`src/pbrs_map.svh`:
```
`ifndef PBRS_MAP_SVH
`define PBRS_MAP_SVH
// Clock rate in kHz
`define PBRS_CLK_KHZ 20000
// Extension delays in microseconds (longest times, round down)
`define PBRS_POR_EXT_US 30
`define PBRS_BOR_EXT_US 100
`define PBRS_POR_EXT_CYC ((`PBRS_POR_EXT_US * `PBRS_CLK_KHZ) / 1000)
`define PBRS_BOR_EXT_CYC ((`PBRS_BOR_EXT_US * `PBRS_CLK_KHZ) / 1000)
// Clock monitor limit in microseconds
`define PBRS_CLKMON_US 900
`define PBRS_CLKMON_CYC ((`PBRS_CLKMON_US * `PBRS_CLK_KHZ) / 1000)
// Power-up timer top setting in milliseconds
`define PBRS_POWER_UP_TIMER_MAX_MS 128
`define PBRS_POWER_UP_TIMER_MAX_CYC (`PBRS_POWER_UP_TIMER_MAX_MS * `PBRS_CLK_KHZ)
// Status field positions and values (the status register itself resets to 2'h1, power-on flag set)
`define PBRS_STAT_POR_BIT 0
`define PBRS_STAT_BOR_BIT 1
`define PBRS_STAT_RST 2'h0
`define PBRS_CNT_W 22
`endif

```
`src/pbrs_pkg.sv`:
```
package pbrs_pkg;
   typedef enum logic [2:0] {
      PBRS_OFF = 3'h0,
      PBRS_POR_EXT = 3'h1,
      PBRS_BOR_EXT = 3'h2,
      PBRS_POWER_UP_TIMER = 3'h3,
      PBRS_RUN = 3'h4
   } pbrs_state_t;
   typedef struct packed {
      logic por_ok;
      logic bor_ok;
   } pbrs_supply_t;
   typedef struct packed {
      logic bor_flag;
      logic por_flag;
   } pbrs_status_t;
endpackage

```
`src/pbrs_clkmon.sv`:
```
`timescale 1ns/10ps
`default_nettype none
`include "pbrs_map.svh"
module pbrs_clkmon #(
   parameter int unsigned LIMIT_CYC = `PBRS_CLKMON_CYC
) (
   input wire logic sys_clk,
   input wire logic rst_b,
   input wire logic mon_tick,
   output logic clk_fail
);
   logic [14:0] cnt_r;
   logic [14:0] cnt_nxt;
   logic tick_d_r;
   logic fail_r;
   logic fail_nxt;
   // Count cycles between edges of the monitored clock
   always_comb begin
      cnt_nxt = cnt_r;
      fail_nxt = fail_r;
      if (mon_tick != tick_d_r) begin
         cnt_nxt = 15'h0000;
      end else if (cnt_r >= LIMIT_CYC[14:0] - 15'h0001) begin
         fail_nxt = 1'b1;
      end else begin
         cnt_nxt = cnt_r + 15'h0001;
      end
   end
   always_ff @(posedge sys_clk or negedge rst_b) begin
      if (!rst_b) begin
         cnt_r <= 15'h0000;
         tick_d_r <= 1'b0;
         fail_r <= 1'b0;
      end else begin
         cnt_r <= cnt_nxt;
         tick_d_r <= mon_tick;
         fail_r <= fail_nxt;
      end
   end
   assign clk_fail = fail_r;
   property p_fail_bound;
      @(posedge sys_clk) disable iff (!rst_b)
      (mon_tick == tick_d_r) [*1] ##0 (cnt_r == LIMIT_CYC[14:0] - 15'h0001) |=> fail_r;
   endproperty
   a_fail_bound: assert property (p_fail_bound) else $error("clock fail not flagged in time");
endmodule
`default_nettype wire

```
`src/pbrs_sequencer.sv`:
```
`timescale 1ns/10ps
`default_nettype none
`include "pbrs_map.svh"
module pbrs_sequencer #(
   parameter int unsigned POWER_UP_TIMER_UNIT_CYC = `PBRS_CLK_KHZ,
   parameter int unsigned CLKMON_CYC = `PBRS_CLKMON_CYC
) (
   input wire logic sys_clk,
   input wire logic rst_b,
   input wire pbrs_pkg::pbrs_supply_t supply,
   input wire logic [2:0] power_up_delay_select,
   input wire logic status_clear_por,
   input wire logic status_clear_bor,
   input wire logic mon_tick,
   output logic system_reset,
   output pbrs_pkg::pbrs_status_t reset_control_status_reg,
   output logic clk_fail
);
   localparam logic [21:0] POR_EXT = 22'(`PBRS_POR_EXT_CYC);
   localparam logic [21:0] BOR_EXT = 22'(`PBRS_BOR_EXT_CYC);
   pbrs_pkg::pbrs_state_t state_r;
   pbrs_pkg::pbrs_state_t state_nxt;
   logic [21:0] cnt_r;
   logic [21:0] cnt_nxt;
   logic [21:0] power_up_timer_len;
   logic por_r;
   logic por_nxt;
   logic bor_r;
   logic bor_nxt;
   logic rst_nxt;
   logic rst_r;
   ////////////////////////////////////////////////////////////////////////
   // Power-up delay lookup: 0 then 2,4,...,128 ms
   always_comb begin
      unique case (power_up_delay_select)
         3'h0: power_up_timer_len = 22'h000000;
         3'h1: power_up_timer_len = 22'(2 * POWER_UP_TIMER_UNIT_CYC);
         3'h2: power_up_timer_len = 22'(4 * POWER_UP_TIMER_UNIT_CYC);
         3'h3: power_up_timer_len = 22'(8 * POWER_UP_TIMER_UNIT_CYC);
         3'h4: power_up_timer_len = 22'(16 * POWER_UP_TIMER_UNIT_CYC);
         3'h5: power_up_timer_len = 22'(32 * POWER_UP_TIMER_UNIT_CYC);
         3'h6: power_up_timer_len = 22'(64 * POWER_UP_TIMER_UNIT_CYC);
         3'h7: power_up_timer_len = 22'(`PBRS_POWER_UP_TIMER_MAX_MS * POWER_UP_TIMER_UNIT_CYC);
      endcase
   end
   ////////////////////////////////////////////////////////////////////////
   // Sequencer next state
   always_comb begin
      state_nxt = state_r;
      cnt_nxt = cnt_r;
      por_nxt = por_r;
      bor_nxt = bor_r;
      // Clear first so that a cause event in the same cycle wins
      if (status_clear_por) begin
         por_nxt = 1'b0;
      end
      if (status_clear_bor) begin
         bor_nxt = 1'b0;
      end
      if (!supply.por_ok) begin
         state_nxt = pbrs_pkg::PBRS_OFF;
         cnt_nxt = 22'h000000;
         por_nxt = 1'b1;
      end else if (!supply.bor_ok) begin
         // A brown-out drop restarts the chain at the brown-out extension
         state_nxt = pbrs_pkg::PBRS_BOR_EXT;
         cnt_nxt = 22'h000000;
         if (state_r != pbrs_pkg::PBRS_OFF && state_r != pbrs_pkg::PBRS_POR_EXT) begin
            bor_nxt = 1'b1;
         end
      end else begin
         unique case (state_r)
            pbrs_pkg::PBRS_OFF: begin
               state_nxt = pbrs_pkg::PBRS_POR_EXT;
               cnt_nxt = 22'h000000;
            end
            pbrs_pkg::PBRS_POR_EXT: begin
               if (cnt_r >= POR_EXT - 22'h000001) begin
                  state_nxt = pbrs_pkg::PBRS_BOR_EXT;
                  cnt_nxt = 22'h000000;
               end else begin
                  cnt_nxt = cnt_r + 22'h000001;
               end
            end
            pbrs_pkg::PBRS_BOR_EXT: begin
               if (cnt_r >= BOR_EXT - 22'h000001) begin
                  state_nxt = pbrs_pkg::PBRS_POWER_UP_TIMER;
                  cnt_nxt = 22'h000000;
               end else begin
                  cnt_nxt = cnt_r + 22'h000001;
               end
            end
            pbrs_pkg::PBRS_POWER_UP_TIMER: begin
               if (cnt_r >= power_up_timer_len) begin
                  state_nxt = pbrs_pkg::PBRS_RUN;
               end else begin
                  cnt_nxt = cnt_r + 22'h000001;
               end
            end
            pbrs_pkg::PBRS_RUN: begin
               state_nxt = pbrs_pkg::PBRS_RUN;
            end
            default: begin
               state_nxt = pbrs_pkg::PBRS_OFF;
            end
         endcase
      end
      // Reset stays asserted in every state but run
      rst_nxt = (state_nxt != pbrs_pkg::PBRS_RUN);
   end
   ////////////////////////////////////////////////////////////////////////
   // State registers
   always_ff @(posedge sys_clk or negedge rst_b) begin
      if (!rst_b) begin
         state_r <= pbrs_pkg::PBRS_OFF;
         cnt_r <= 22'h000000;
         por_r <= 1'b1;
         bor_r <= 1'b0;
         rst_r <= 1'b1;
      end else begin
         state_r <= state_nxt;
         cnt_r <= cnt_nxt;
         por_r <= por_nxt;
         bor_r <= bor_nxt;
         rst_r <= rst_nxt;
      end
   end
   assign system_reset = rst_r;
   assign reset_control_status_reg.por_flag = por_r;
   assign reset_control_status_reg.bor_flag = bor_r;
   ////////////////////////////////////////////////////////////////////////
   // Missing clock monitor
   pbrs_clkmon #(
      .LIMIT_CYC(CLKMON_CYC)
   ) u_clkmon (
      .sys_clk(sys_clk),
      .rst_b(rst_b),
      .mon_tick(mon_tick),
      .clk_fail(clk_fail)
   );
   ////////////////////////////////////////////////////////////////////////
   // Checks
   property p_por_hold;
      @(posedge sys_clk) disable iff (!rst_b)
      !supply.por_ok |=> system_reset && state_r == pbrs_pkg::PBRS_OFF;
   endproperty
   a_por_hold: assert property (p_por_hold) else $error("reset not held at low supply");
   property p_por_flag;
      @(posedge sys_clk) disable iff (!rst_b)
      !supply.por_ok |=> reset_control_status_reg.por_flag;
   endproperty
   a_por_flag: assert property (p_por_flag) else $error("power-on flag not set");
   property p_bor_hold;
      @(posedge sys_clk) disable iff (!rst_b)
      supply.por_ok && !supply.bor_ok |=> system_reset && cnt_r == 22'h000000;
   endproperty
   a_bor_hold: assert property (p_bor_hold) else $error("brown-out did not restart");
   property p_bor_flag;
      @(posedge sys_clk) disable iff (!rst_b)
      supply.por_ok && !supply.bor_ok && state_r == pbrs_pkg::PBRS_RUN |=> reset_control_status_reg.bor_flag;
   endproperty
   a_bor_flag: assert property (p_bor_flag) else $error("brown-out flag not set");
   property p_bor_len;
      @(posedge sys_clk) disable iff (!rst_b)
      $rose(state_r == pbrs_pkg::PBRS_BOR_EXT) && supply.bor_ok |-> (state_r == pbrs_pkg::PBRS_BOR_EXT
         || !supply.bor_ok || !supply.por_ok) [*2];
   endproperty
   a_bor_len: assert property (p_bor_len) else $error("brown-out extension cut short");
   property p_release;
      @(posedge sys_clk) disable iff (!rst_b)
      $fell(system_reset) |-> $past(state_r) == pbrs_pkg::PBRS_POWER_UP_TIMER && $past(cnt_r) >= $past(power_up_timer_len);
   endproperty
   a_release: assert property (p_release) else $error("reset released before timer end");
   property p_sel_zero;
      @(posedge sys_clk) disable iff (!rst_b)
      state_r == pbrs_pkg::PBRS_POWER_UP_TIMER && power_up_delay_select == 3'h0 && supply.bor_ok && supply.por_ok
         |=> !system_reset;
   endproperty
   a_sel_zero: assert property (p_sel_zero) else $error("zero delay not immediate");
   property p_sticky;
      @(posedge sys_clk) disable iff (!rst_b)
      reset_control_status_reg.por_flag && !status_clear_por |=> reset_control_status_reg.por_flag;
   endproperty
   a_sticky: assert property (p_sticky) else $error("power-on flag dropped");
   property p_por_ext_len;
      @(posedge sys_clk) disable iff (!rst_b)
      state_r == pbrs_pkg::PBRS_POR_EXT && cnt_r < POR_EXT - 22'h000001 && supply.por_ok && supply.bor_ok
         |=> state_r == pbrs_pkg::PBRS_POR_EXT && system_reset;
   endproperty
   a_por_ext_len: assert property (p_por_ext_len) else $error("power-on extension cut short");
   property p_bor_ext_len;
      @(posedge sys_clk) disable iff (!rst_b)
      state_r == pbrs_pkg::PBRS_BOR_EXT && cnt_r < BOR_EXT - 22'h000001 && supply.por_ok && supply.bor_ok
         |=> state_r == pbrs_pkg::PBRS_BOR_EXT && system_reset;
   endproperty
   a_bor_ext_len: assert property (p_bor_ext_len) else $error("brown-out extension cut short");
   property p_power_up_timer_hold;
      @(posedge sys_clk) disable iff (!rst_b)
      state_r == pbrs_pkg::PBRS_POWER_UP_TIMER && cnt_r < power_up_timer_len && supply.por_ok && supply.bor_ok
         |=> state_r == pbrs_pkg::PBRS_POWER_UP_TIMER && system_reset;
   endproperty
   a_power_up_timer_hold: assert property (p_power_up_timer_hold) else $error("power-up timer cut short");
   property p_run_stay;
      @(posedge sys_clk) disable iff (!rst_b)
      state_r == pbrs_pkg::PBRS_RUN && supply.por_ok && supply.bor_ok |=> !system_reset;
   endproperty
   a_run_stay: assert property (p_run_stay) else $error("reset raised with good supply");
   property p_por_clear;
      @(posedge sys_clk) disable iff (!rst_b)
      status_clear_por && supply.por_ok |=> !reset_control_status_reg.por_flag;
   endproperty
   a_por_clear: assert property (p_por_clear) else $error("power-on flag not cleared");
   property p_bor_clear;
      @(posedge sys_clk) disable iff (!rst_b)
      status_clear_bor && supply.bor_ok |=> !reset_control_status_reg.bor_flag;
   endproperty
   a_bor_clear: assert property (p_bor_clear) else $error("brown-out flag not cleared");
endmodule
`default_nettype wire

```
`config.mk`:
```
export PLATFORM = sky130hd
export DESIGN_NAME = pbrs_sequencer
export DESIGN_NICKNAME = d
export VERILOG_FILES = /design/src/pbrs_pkg.sv /design/src/pbrs_clkmon.sv /design/src/pbrs_sequencer.sv
export VERILOG_INCLUDE_DIRS = /design/src
export SDC_FILE = /design/constraint.sdc
export NUM_CORES = 1
export LEC_CHECK = 0
export BUFFER_PORTS_ARGS = -buffer_cell sky130_fd_sc_hd__buf_2
export CAP_MARGIN = 10
export CORE_ASPECT_RATIO = 1.1
export CORE_MARGIN = 5
export CORE_UTILIZATION = 55
export DETAILED_ROUTE_END_ITERATION = 8
export PLACE_DENSITY_LB_ADDON = 0.2
export RECOVER_POWER = 50
export SLEW_MARGIN = 20
export SYNTH_ARGS = -nofsm -noshare
export SYNTH_HDL_FRONTEND = slang
export SYNTH_SLANG_ARGS = --single-unit
export TNS_END_PERCENT = 50
```
`constraint.sdc`:
```
create_clock -name sys_clk -period 3.18 [get_ports sys_clk]
set_clock_uncertainty 0.05 [all_clocks]
set_input_delay 0 -clock sys_clk [delete_from_list [all_inputs] [get_ports sys_clk]]
set_output_delay 0 -clock sys_clk [all_outputs]
set_load 0.005 [all_outputs]
```
==> metrics.cfg, run 1 <==
[timing]
max_freq_mhz=339
setup_viol=0
setup_tns_ns=0
relSlewSlack=-0.614
fin_crit_ns=2.95
drv_slew=46
timing.final.ws_setup_ns=0.230
worstMarginPinSlew_ns=2.42
post-route-period-util=0.928
hold_viol=0
rsz0062_at_grt=false

[critical_path]
cpPeakStageDelay_ns=0.58
worstSetupEndpointType=flip-flop
path_delay_family=simple AND/OR/NAND/NOR gates
critPathLaunchType=flip-flop
regToRegStartpoint=cnt_r[18]
critPathLaunch=cnt_r[18]
slowest_stage=or4_1
path_cells=ha_1, nand4_1, or4_1, a31oi_2, nor2_1, o31ai_2, nand3_1, dlygate4sd3_1
critPathBufInv=1
cp.required_ns=3.37
crit_fanout=7
crit_type=flip-flop to flip-flop
arrival_ns=3.14

[route]
drc=0
vias=2726
antenna_left=0
vias_per_cell=6.13
postRouteWirelength_mm=7.17
wl_per_cell_um=16.1
first_pass_iters=5
dr.first_iter.drc_count=181

[synth]
muxShareOfSynthArea=0.0195
synthFlopType=dfrtp_1
syn_nets=385
synth_compound_gate_area_share=0.227
avgSynthCellArea_um2=8.79
synthAdderAreaFrac=0.102
syn-cell-area_mm2=0.00308
synth-simple-area-share=0.212
synth_top_family_by_area=compound AO/OA/AOI/OAI gates
yosys_warnings=0
ys_types=52
synth-xor-area-share=0.0256
async_flop_share=1.00
synth-seq-cells=45
synth_enable_flop_cells=0
seq_area_frac_synth=0.367
syn_inst=350

[cells_and_area]
area_delta_synth_final_pct=10.9
diodes=0
fin_nets=404
drive_above_1_share=0.0838

[clock_tree]
clk_pin_slew_ns=0.09
cts_root_buffer=clkbuf_8
cts_tree=done
clock-sinks=45
cts_buffers=5
clk_latency_ns=0.31
h-tree-depth=2
clk_path_buf_depth=2

[floorplan]
rows=28
die_w_um=81.3
core_area_mm2=0.00540
start_util=0.570
die_y_um=88.4
ios=14
dieArea_mm2=0.00719

[placed_design]
dp_hpwl_mm=5.13
gp_congestion=0.849
port_buffers=13
dp_slack_ns=0.178

[min_path]
hold_class=input port to flip-flop
min_from=mon_tick

[power]
pwr-share-comb=0.113
swShare=0.257
max-vdd-ir-drop_mv=0.268
switching_power_uw=302
leakage_uw=0.00147
power_frac_seq=0.511
power.share.clock=0.376
power.density_mw_per_mm2=344
p_int_uw=873

[outcome]
violations=capacitance limit, slew limit
status=finished, violations left

[global_routing]
grt.overflow.total=0
grt_pass1_vias=2638
antenna_found_initial=0
grt_pass1_wl_mm=12.5
grt_max_degree=46
grt_usage=0.223

[flow_run]
maxCapViolCount=1

worst paths after layout:
path / to / slack, ns / cells after the start
max in group asynchronous: cnt_r[10] / 0.77 / 2
setup reg to reg: system_reset / 0.23 / 8
setup / recovery: system_reset / 0.23 / 8
hold reg to reg: u_clkmon.clk_fail / 0.41 / 1
hold / removal: u_clkmon.tick_d_r / 0.37 / 2
min in group asynchronous: u_clkmon.cnt_r[9] / 0.93 / 2
cells in the mapped netlist (7+ instances only):
| library cell | number | share of area |
|---|---|---|
| a21oi_1 | 24 | 0.039 |
| a22o_1 | 8 | 0.023 |
| and3_1 | 7 | 0.014 |
| clkbuf_1 | 8 | 0.0098 |
| dfrtp_1 | 43 | 0.35 |
| ha_1 | 25 | 0.10 |
| inv_1 | 21 | 0.026 |
| nand2_1 | 27 | 0.033 |
| nand3_1 | 17 | 0.028 |
| nand4_1 | 7 | 0.014 |
| nor2_1 | 26 | 0.032 |
| nor3_1 | 10 | 0.016 |
| o21ai_0 | 22 | 0.036 |
| o2bb2ai_1 | 7 | 0.020 |
| xor2_1 | 7 | 0.020 |
cells in the final DEF, fill, tap and decap left out, types with 5 or more instances in the layout:
cell	Yosys	layout
a21oi_1	24	24
a22o_1	8	8
and3_1	7	7
buf_2	2	10
clkbuf_8	0	5
dfrtp_1	43	43
dlygate4sd3_1	0	9
ha_1	25	25
inv_1	21	21
mux2i_1	6	6
nand2_1	27	27
nand2b_1	6	6
nand3_1	17	17
nand4_1	7	7
nor2_1	26	26
nor2b_1	5	5
nor3_1	10	10
nor4_1	6	6
o21a_1	5	5
o21ai_0	22	22
o2bb2ai_1	7	7
or3_1	5	5
xor2_1	7	7
power by group through the flow:
stage               Combinational (uW)  Clock [uW]  Sequential [uW]
floorplan                         80.9           0              609
global placement                   120           0              611
detailed placement                 124           0              612
CTS                                133         452              601
global route                       151         473              604
finish                             132         442              601
sequential cells by signal (all words and copies together) (netlist names):
name and count:
cnt_r 22, u_clkmon.tick_d_r 1, system_reset 1, u_clkmon.cnt_r 15
state_r 3, por_r 1, u_clkmon.clk_fail 1, bor_r 1
cell families (layout without fill, tap and decap cells):
| group | Yosys count | count (layout) |
|---|---|---|
| compound gates | 102 | 102 |
| xor+xnor | 9 | 9 |
| fa+ha+maj | 25 | 25 |
| buf+inv | 35 | 55 |
| flops | 45 | 45 |
| mux | 6 | 6 |
| simple gates | 128 | 128 |
cell type report:
cell class                      instances  area, um^2
Fill cell                             475        1980
Clock inverter                          3        46.3
Timing Repair Buffer                   26         181
Inverter                               21        78.8
Clock buffer                            5        68.8
Multi-Input combinational cell        270        1810
Tap cell                               75        93.8
Sequential cell                        45        1130
per-stage QoR:
stage	area [um^2]	power [uW]	hold slack, ns	cells	util
2_1_floorplan	3080	690	-0.346	350	-
3_3_place_gp	3200	731	0.106	428	0.593
3_5_place_dp	3200	736	0.110	428	0.593
4_1_cts	3400	1190	0.325	445	0.631
5_1_grt	3410	1230	0.386	445	0.632
6_report	3410	1170	0.369	445	0.632
per-layer routing:
layer / up-vias / global-route usage / routed length, um
met1: 1314 / 0.274 / 2960
met4: 0 / 0.0814 / 188
met2: 65 / 0.394 / 3740
li1: 1329 / - / -
met3: 18 / 0.0336 / 281
met5: - / 0 / 0
repair_timing:
item,in CTS,in global routing
hold endpoints to repair,50,0
gates resized for setup,0,2
hold buffers,9,0
setup endpoints to repair,0,1
setup buffers,0,0
Power figures use the tool's default switching activity.
==> run 2: changes to the inputs <==
- RECOVER_POWER: 50 -> default
==> run 2 against run 1 <==
The flow now finishes without violations; cell count unchanged; sequential share of layout area is 0.061 points lower; first-iteration DRC count stayed put; power rose by 0.33%; fmax up 0.14%; critical path type unchanged; critical endpoint unchanged; largest cell class unchanged.
==> metrics.cfg, run 2 (synthesis results as in run 1) <==
[timing]
relSlewSlack=0.341  ; +0.955
timing.final.ws_setup_ns=0.234  ; +0.00417 ns
post-route-period-util=0.926  ; -0.00131
fin_crit_ns=2.95  ; -0.00417 ns
setup_viol=0  ; unchanged
setup_tns_ns=0  ; unchanged
hold_viol=0  ; unchanged
worstMarginPinSlew_ns=0.985  ; -1.44 ns
max_freq_mhz=339  ; +0.14%
drv_slew=0  ; -100%
rsz0062_at_grt=false

[route]
wl_met2_mm=3.74  ; unchanged
wl_per_cell_um=16.2  ; +0.78%
vias=2737  ; +0.40%
first_pass_iters=4  ; -1
vias_per_cell=6.15  ; +0.40%
drt-met1-wl_mm=3.02  ; +2.1%
wl_met3_um=265  ; -5.7%
drc=0  ; unchanged
highest_layer=met4
postRouteWirelength_mm=7.23  ; +0.78%
antenna_left=0  ; unchanged
dr.first_iter.drc_count=181  ; unchanged

[critical_path]
cpPeakStageDelay_ns=0.58  ; about the same
worstSetupEndpointType=flip-flop
cp.required_ns=3.37  ; about the same
critPathLaunch=cnt_r[18]
slowest_stage=or4_1
path_cells=ha_1, nand4_1, or4_1, a31oi_2, nor2_1, o31ai_2, nand3_1, dlygate4sd3_1
regToRegStartpoint=cnt_r[18]
r2r_slack_ns=0.23  ; about the same
crit_type=flip-flop to flip-flop
arrival_ns=3.14  ; about the same
crit_fanout=7  ; unchanged
r2r_cells=8  ; unchanged
rr_endpoint=system_reset
critPathLaunchType=flip-flop
cp-endpoint=system_reset

[cells_and_area]
reg_top3=cnt_r: 22 flops, u_clkmon.cnt_r: 15 flops, state_r: 3 flops
fillers=472  ; -0.63%
multi_input_area_mm2=0.00181  ; unchanged
regMostFlops=cnt_r
drive_above_1_share=0.0919  ; +0.00811
diodes=0  ; unchanged
largest_register_ffs=22  ; unchanged
fin_nets=404  ; unchanged
seq_area_mm2=0.00113  ; unchanged
final_common_cell=dfrtp_1
area_delta_synth_final_pct=11.1
mostFrequentLayoutCells=43 x dfrtp_1, 27 x nand2_1, 26 x nor2_1

[min_path]
hold_class=input port to async pin

[clock_tree]
clk_latency_ns=0.31  ; about the same
cts_tree=done
h-tree-depth=2  ; unchanged
clk_pin_slew_ns=0.09  ; about the same
cts_root_buffer=clkbuf_8
cts_setup_buffers=0  ; unchanged
clock-sinks=45  ; unchanged
clk_path_buf_depth=2  ; unchanged
cts_buffers=5  ; unchanged

[global_routing]
grt_usage=0.223  ; unchanged
grt_pass1_wl_mm=12.5  ; unchanged
grt_max_degree=46  ; unchanged
grt_pass1_vias=2638  ; unchanged
antenna_found_initial=0  ; unchanged
grt.overflow.total=0  ; unchanged

[floorplan]
core_area_mm2=0.00540  ; unchanged
die_y_um=88.4  ; unchanged
dieArea_mm2=0.00719  ; unchanged
ios=14  ; unchanged
die_w_um=81.3  ; unchanged
rows=28  ; unchanged
start_util=0.570  ; unchanged

[power]
leakage_uw=0.00148  ; +0.69%
power.density_mw_per_mm2=345  ; +0.14%
max-vdd-ir-drop_mv=0.269  ; +0.47%

[placed_design]
dp_hpwl_mm=5.13  ; unchanged
dp_slack_ns=0.178  ; unchanged
gp_congestion=0.849  ; unchanged
port_buffers=13  ; unchanged

[flow_run]
maxCapViolCount=0  ; -1

[outcome]
status=finished clean

[run 2: area by class of cell]
type                    count  area share
clock inverters             3      0.0135
repair buffers             26      0.0549
multi-input cells         270       0.531
flip-flops and latches     45       0.330
well taps                  75      0.0275
inverters                  21      0.0231
clock buffers               5      0.0201
[run 2: worst min-delay path by stage]
stage,slack [ns],end
2_1_floorplan,-0.35,bor_r
3_5_place_dp,0.11,u_clkmon.tick_d_r
4_1_cts,0.33,u_clkmon.tick_d_r
5_1_grt,0.23,u_clkmon.cnt_r[9]
6_report,0.19,u_clkmon.cnt_r[9]
3_3_place_gp,0.11,u_clkmon.tick_d_r
[run 2: worst max-delay path: cells and delay by family, from the launching register on]
family                     cells  cell delay, ns
AOI/OAI and AO/OA              2            0.53
buffers and inverters          1            0.55
adders and majority gates      1            0.32
and+or+nand+nor                4            0.95
DFF                            1            0.48
[run 2: timing repair]
action	CTS	global route
hold buffers	9	0
hold endpoints to repair	50	0
resized for setup	0	2
endpoints found under the setup margin	0	1
[run 2: through the flow]
step	cell area [um^2]	cells	total power [uW]	utilization	hold slack [ns]
floorplan	3080	350	690	-	-0.346
global placement	3200	428	731	0.593	0.106
detailed placement	3200	428	736	0.593	0.110
CTS	3400	445	1190	0.631	0.325
global route	3420	445	1230	0.634	0.232
finish	3420	445	1180	0.634	0.185
[run 2: layer usage]
metal	vias to the layer above	GRT usage
met1	1314	0.274
li1	1328	-
met2	75	0.394
met4	0	0.0814
met5	-	0
met3	20	0.0336
[run 2: power by group]
part           switching [uW]  total [uW]  internal [uW]
combinational            81.1         134           52.7
sequential               15.0         601            586
clock                     209         444            235
total                     305        1180            874
==> run 3: changes to the inputs <==
- BUFFER_PORTS_ARGS: -buffer_cell sky130_fd_sc_hd__buf_2 -> -buffer_cell sky130_fd_sc_hd__clkbuf_2
- SETUP_SLACK_MARGIN: default -> 0.2
==> run 3 against run 2 <==
Global-route usage fell by 0.16 points; power is 0.21% lower; cell area is 0.40% lower; fmax up 7.4%; flip-flop and latch count is the same; worst hold slack improved by 0.026 ns; core utilization decreased by 0.26 points; non-clock buffer count is the same; register-to-register slack improved by 0.20 ns; combinational power about the same; largest power group unchanged.
==> metrics.cfg, run 3 (synthesis results as in run 1) <==
[route]
antenna_left=0  ; unchanged
vias=2678  ; -2.2%
first_pass_iters=4  ; unchanged
highest_layer=met4
wl_met3_um=212  ; -20%
wl_per_cell_um=15.8  ; -2.5%
vias_per_cell=6.02  ; -2.2%
postRouteWirelength_mm=7.05  ; -2.5%
drt-met1-wl_mm=2.96  ; -2.1%
wl_met2_mm=3.69  ; -1.3%
drc=0  ; unchanged
dr.first_iter.drc_count=167  ; -7.7%

[critical_path]
r2r_cells=8  ; unchanged
cp.required_ns=3.37  ; about the same
r2r_slack_ns=0.44  ; +0.20 ns
crit_type=flip-flop to flip-flop
crit_fanout=14  ; +7
critPathLaunch=cnt_r[11]
regToRegStartpoint=cnt_r[11]
worstSetupEndpointType=flip-flop
critPathLaunchType=flip-flop
cp-endpoint=cnt_r[17]
rr_endpoint=cnt_r[17]
arrival_ns=2.93  ; -0.21 ns

[cells_and_area]
fin_nets=404  ; unchanged
regMostFlops=cnt_r
reg_top3=cnt_r: 22 flops, u_clkmon.cnt_r: 15 flops, state_r: 3 flops
drive_above_1_share=0.0919  ; unchanged
multi_input_area_mm2=0.00181  ; -0.48%
largest_register_ffs=22  ; unchanged
final_common_cell=dfrtp_1
seq_area_mm2=0.00113  ; unchanged
diodes=0  ; unchanged
fillers=492  ; +4.2%
mostFrequentLayoutCells=43 x dfrtp_1, 27 x nand2_1, 25 x nor2_1, 25 x ha_1, 24 x a21oi_1
area_delta_synth_final_pct=10.7

[clock_tree]
cts_setup_buffers=0  ; unchanged
clk_latency_ns=0.31  ; about the same
cts_root_buffer=clkbuf_8
clock-sinks=45  ; unchanged
clk_pin_slew_ns=0.09  ; about the same
clk_path_buf_depth=2  ; unchanged
cts_tree=done
h-tree-depth=2  ; unchanged
cts_buffers=5  ; unchanged

[flow_run]
maxCapViolCount=0  ; unchanged

[timing]
worstMarginPinSlew_ns=0.924  ; -0.0614 ns
fin_crit_ns=2.74  ; -0.202 ns
post-route-period-util=0.863  ; -0.0637
timing.final.ws_setup_ns=0.437  ; +0.202 ns
rsz0062_at_grt=false
setup_tns_ns=0  ; unchanged
max_freq_mhz=365  ; +7.4%
drv_slew=0  ; unchanged
setup_viol=0  ; unchanged
relSlewSlack=0.382  ; +0.0410
hold_viol=0  ; unchanged

[placed_design]
dp_hpwl_mm=5.16  ; +0.61%
gp_congestion=0.847  ; -0.20%
port_buffers=13  ; unchanged
dp_slack_ns=0.155  ; -0.0233 ns

[global_routing]
grt_usage=0.221  ; -0.00164
grt_pass1_vias=2668  ; +1.1%
grt.overflow.total=0  ; unchanged
grt_max_degree=30  ; -35%
grt_pass1_wl_mm=12.3  ; -1.9%
antenna_found_initial=0  ; unchanged

[floorplan]
start_util=0.570  ; unchanged
core_area_mm2=0.00540  ; unchanged
die_w_um=81.3  ; unchanged
dieArea_mm2=0.00719  ; unchanged
rows=28  ; unchanged
ios=14  ; unchanged
die_y_um=88.4  ; unchanged

[power]
power.density_mw_per_mm2=345  ; +0.19%
leakage_uw=0.00148  ; +0.21%
max-vdd-ir-drop_mv=0.216  ; -20%

[outcome]
status=finished clean

[min_path]
hold_class=input port to async pin

[run 3: cell types whose count changed in the layout (fill, tap and decap cells not counted), sizes merged]
cell,delta
clkbuf,+13
buf,-12
dlygate4sd3,-1
[run 3: critical path, stage by stage, from the launching register on]
cell and delay (ns):
dfrtp_1 0.49, ha_1 0.35, a41oi_1 0.20, o21ai_0 0.13, a211o_1 0.36, o31a_1 0.31
buf_4 0.20, or4_1 0.50, o21ai_0 0.08
[run 3: how the worst min path moves through the flow]
stage | slack, ns | end
global placement | 0.04 | u_clkmon.cnt_r[10]
detailed placement | 0.05 | u_clkmon.cnt_r[10]
global route | 0.29 | u_clkmon.cnt_r[9]
finish | 0.21 | u_clkmon.cnt_r[9]
CTS | 0.24 | u_clkmon.cnt_r[10]
floorplan | -0.35 | bor_r
[run 3: report_power, final]
group / total, uW / internal [uW] / switching (uW)
Combinational: 132 / 52.7 / 79.0
Clock: 444 / 235 / 209
Sequential: 601 / 586 / 14.8
Total: 1180 / 874 / 302
[run 3: through the flow]
| stage | std cells | util | instance area (um^2) | total power (uW) | hold slack [ns] |
|---|---|---|---|---|---|
| 5_1_grt | 445 | 0.631 | 3400 | 1230 | 0.287 |
| 2_1_floorplan | 350 | - | 3080 | 690 | -0.346 |
| 4_1_cts | 445 | 0.631 | 3400 | 1190 | 0.239 |
| 3_5_place_dp | 429 | 0.594 | 3210 | 736 | 0.0460 |
| 3_3_place_gp | 429 | 0.594 | 3210 | 732 | 0.0414 |
| 6_report | 445 | 0.631 | 3400 | 1180 | 0.211 |
[run 3: timing repair]
item | CTS | global route
setup endpoints to repair | 0 | 2
hold buffers | 8 | 0
gates resized for setup | 0 | 1
endpoints found under the hold margin | 34 | 0
[run 3: area by class of cell]
| type | instances | share of cell area |
|---|---|---|
| Inverter | 21 | 0.0232 |
| Multi-Input combinational cell | 270 | 0.530 |
| Timing Repair Buffer | 26 | 0.0537 |
| Sequential cell | 45 | 0.331 |
| Tap cell | 75 | 0.0276 |
| Clock buffer | 5 | 0.0202 |
| Clock inverter | 3 | 0.0136 |
[run 3: layer usage]
layer	vias up	global-route usage
met3	13	0.0316
met4	0	0.109
li1	1322	-
met5	-	0
met2	48	0.387
met1	1295	0.265
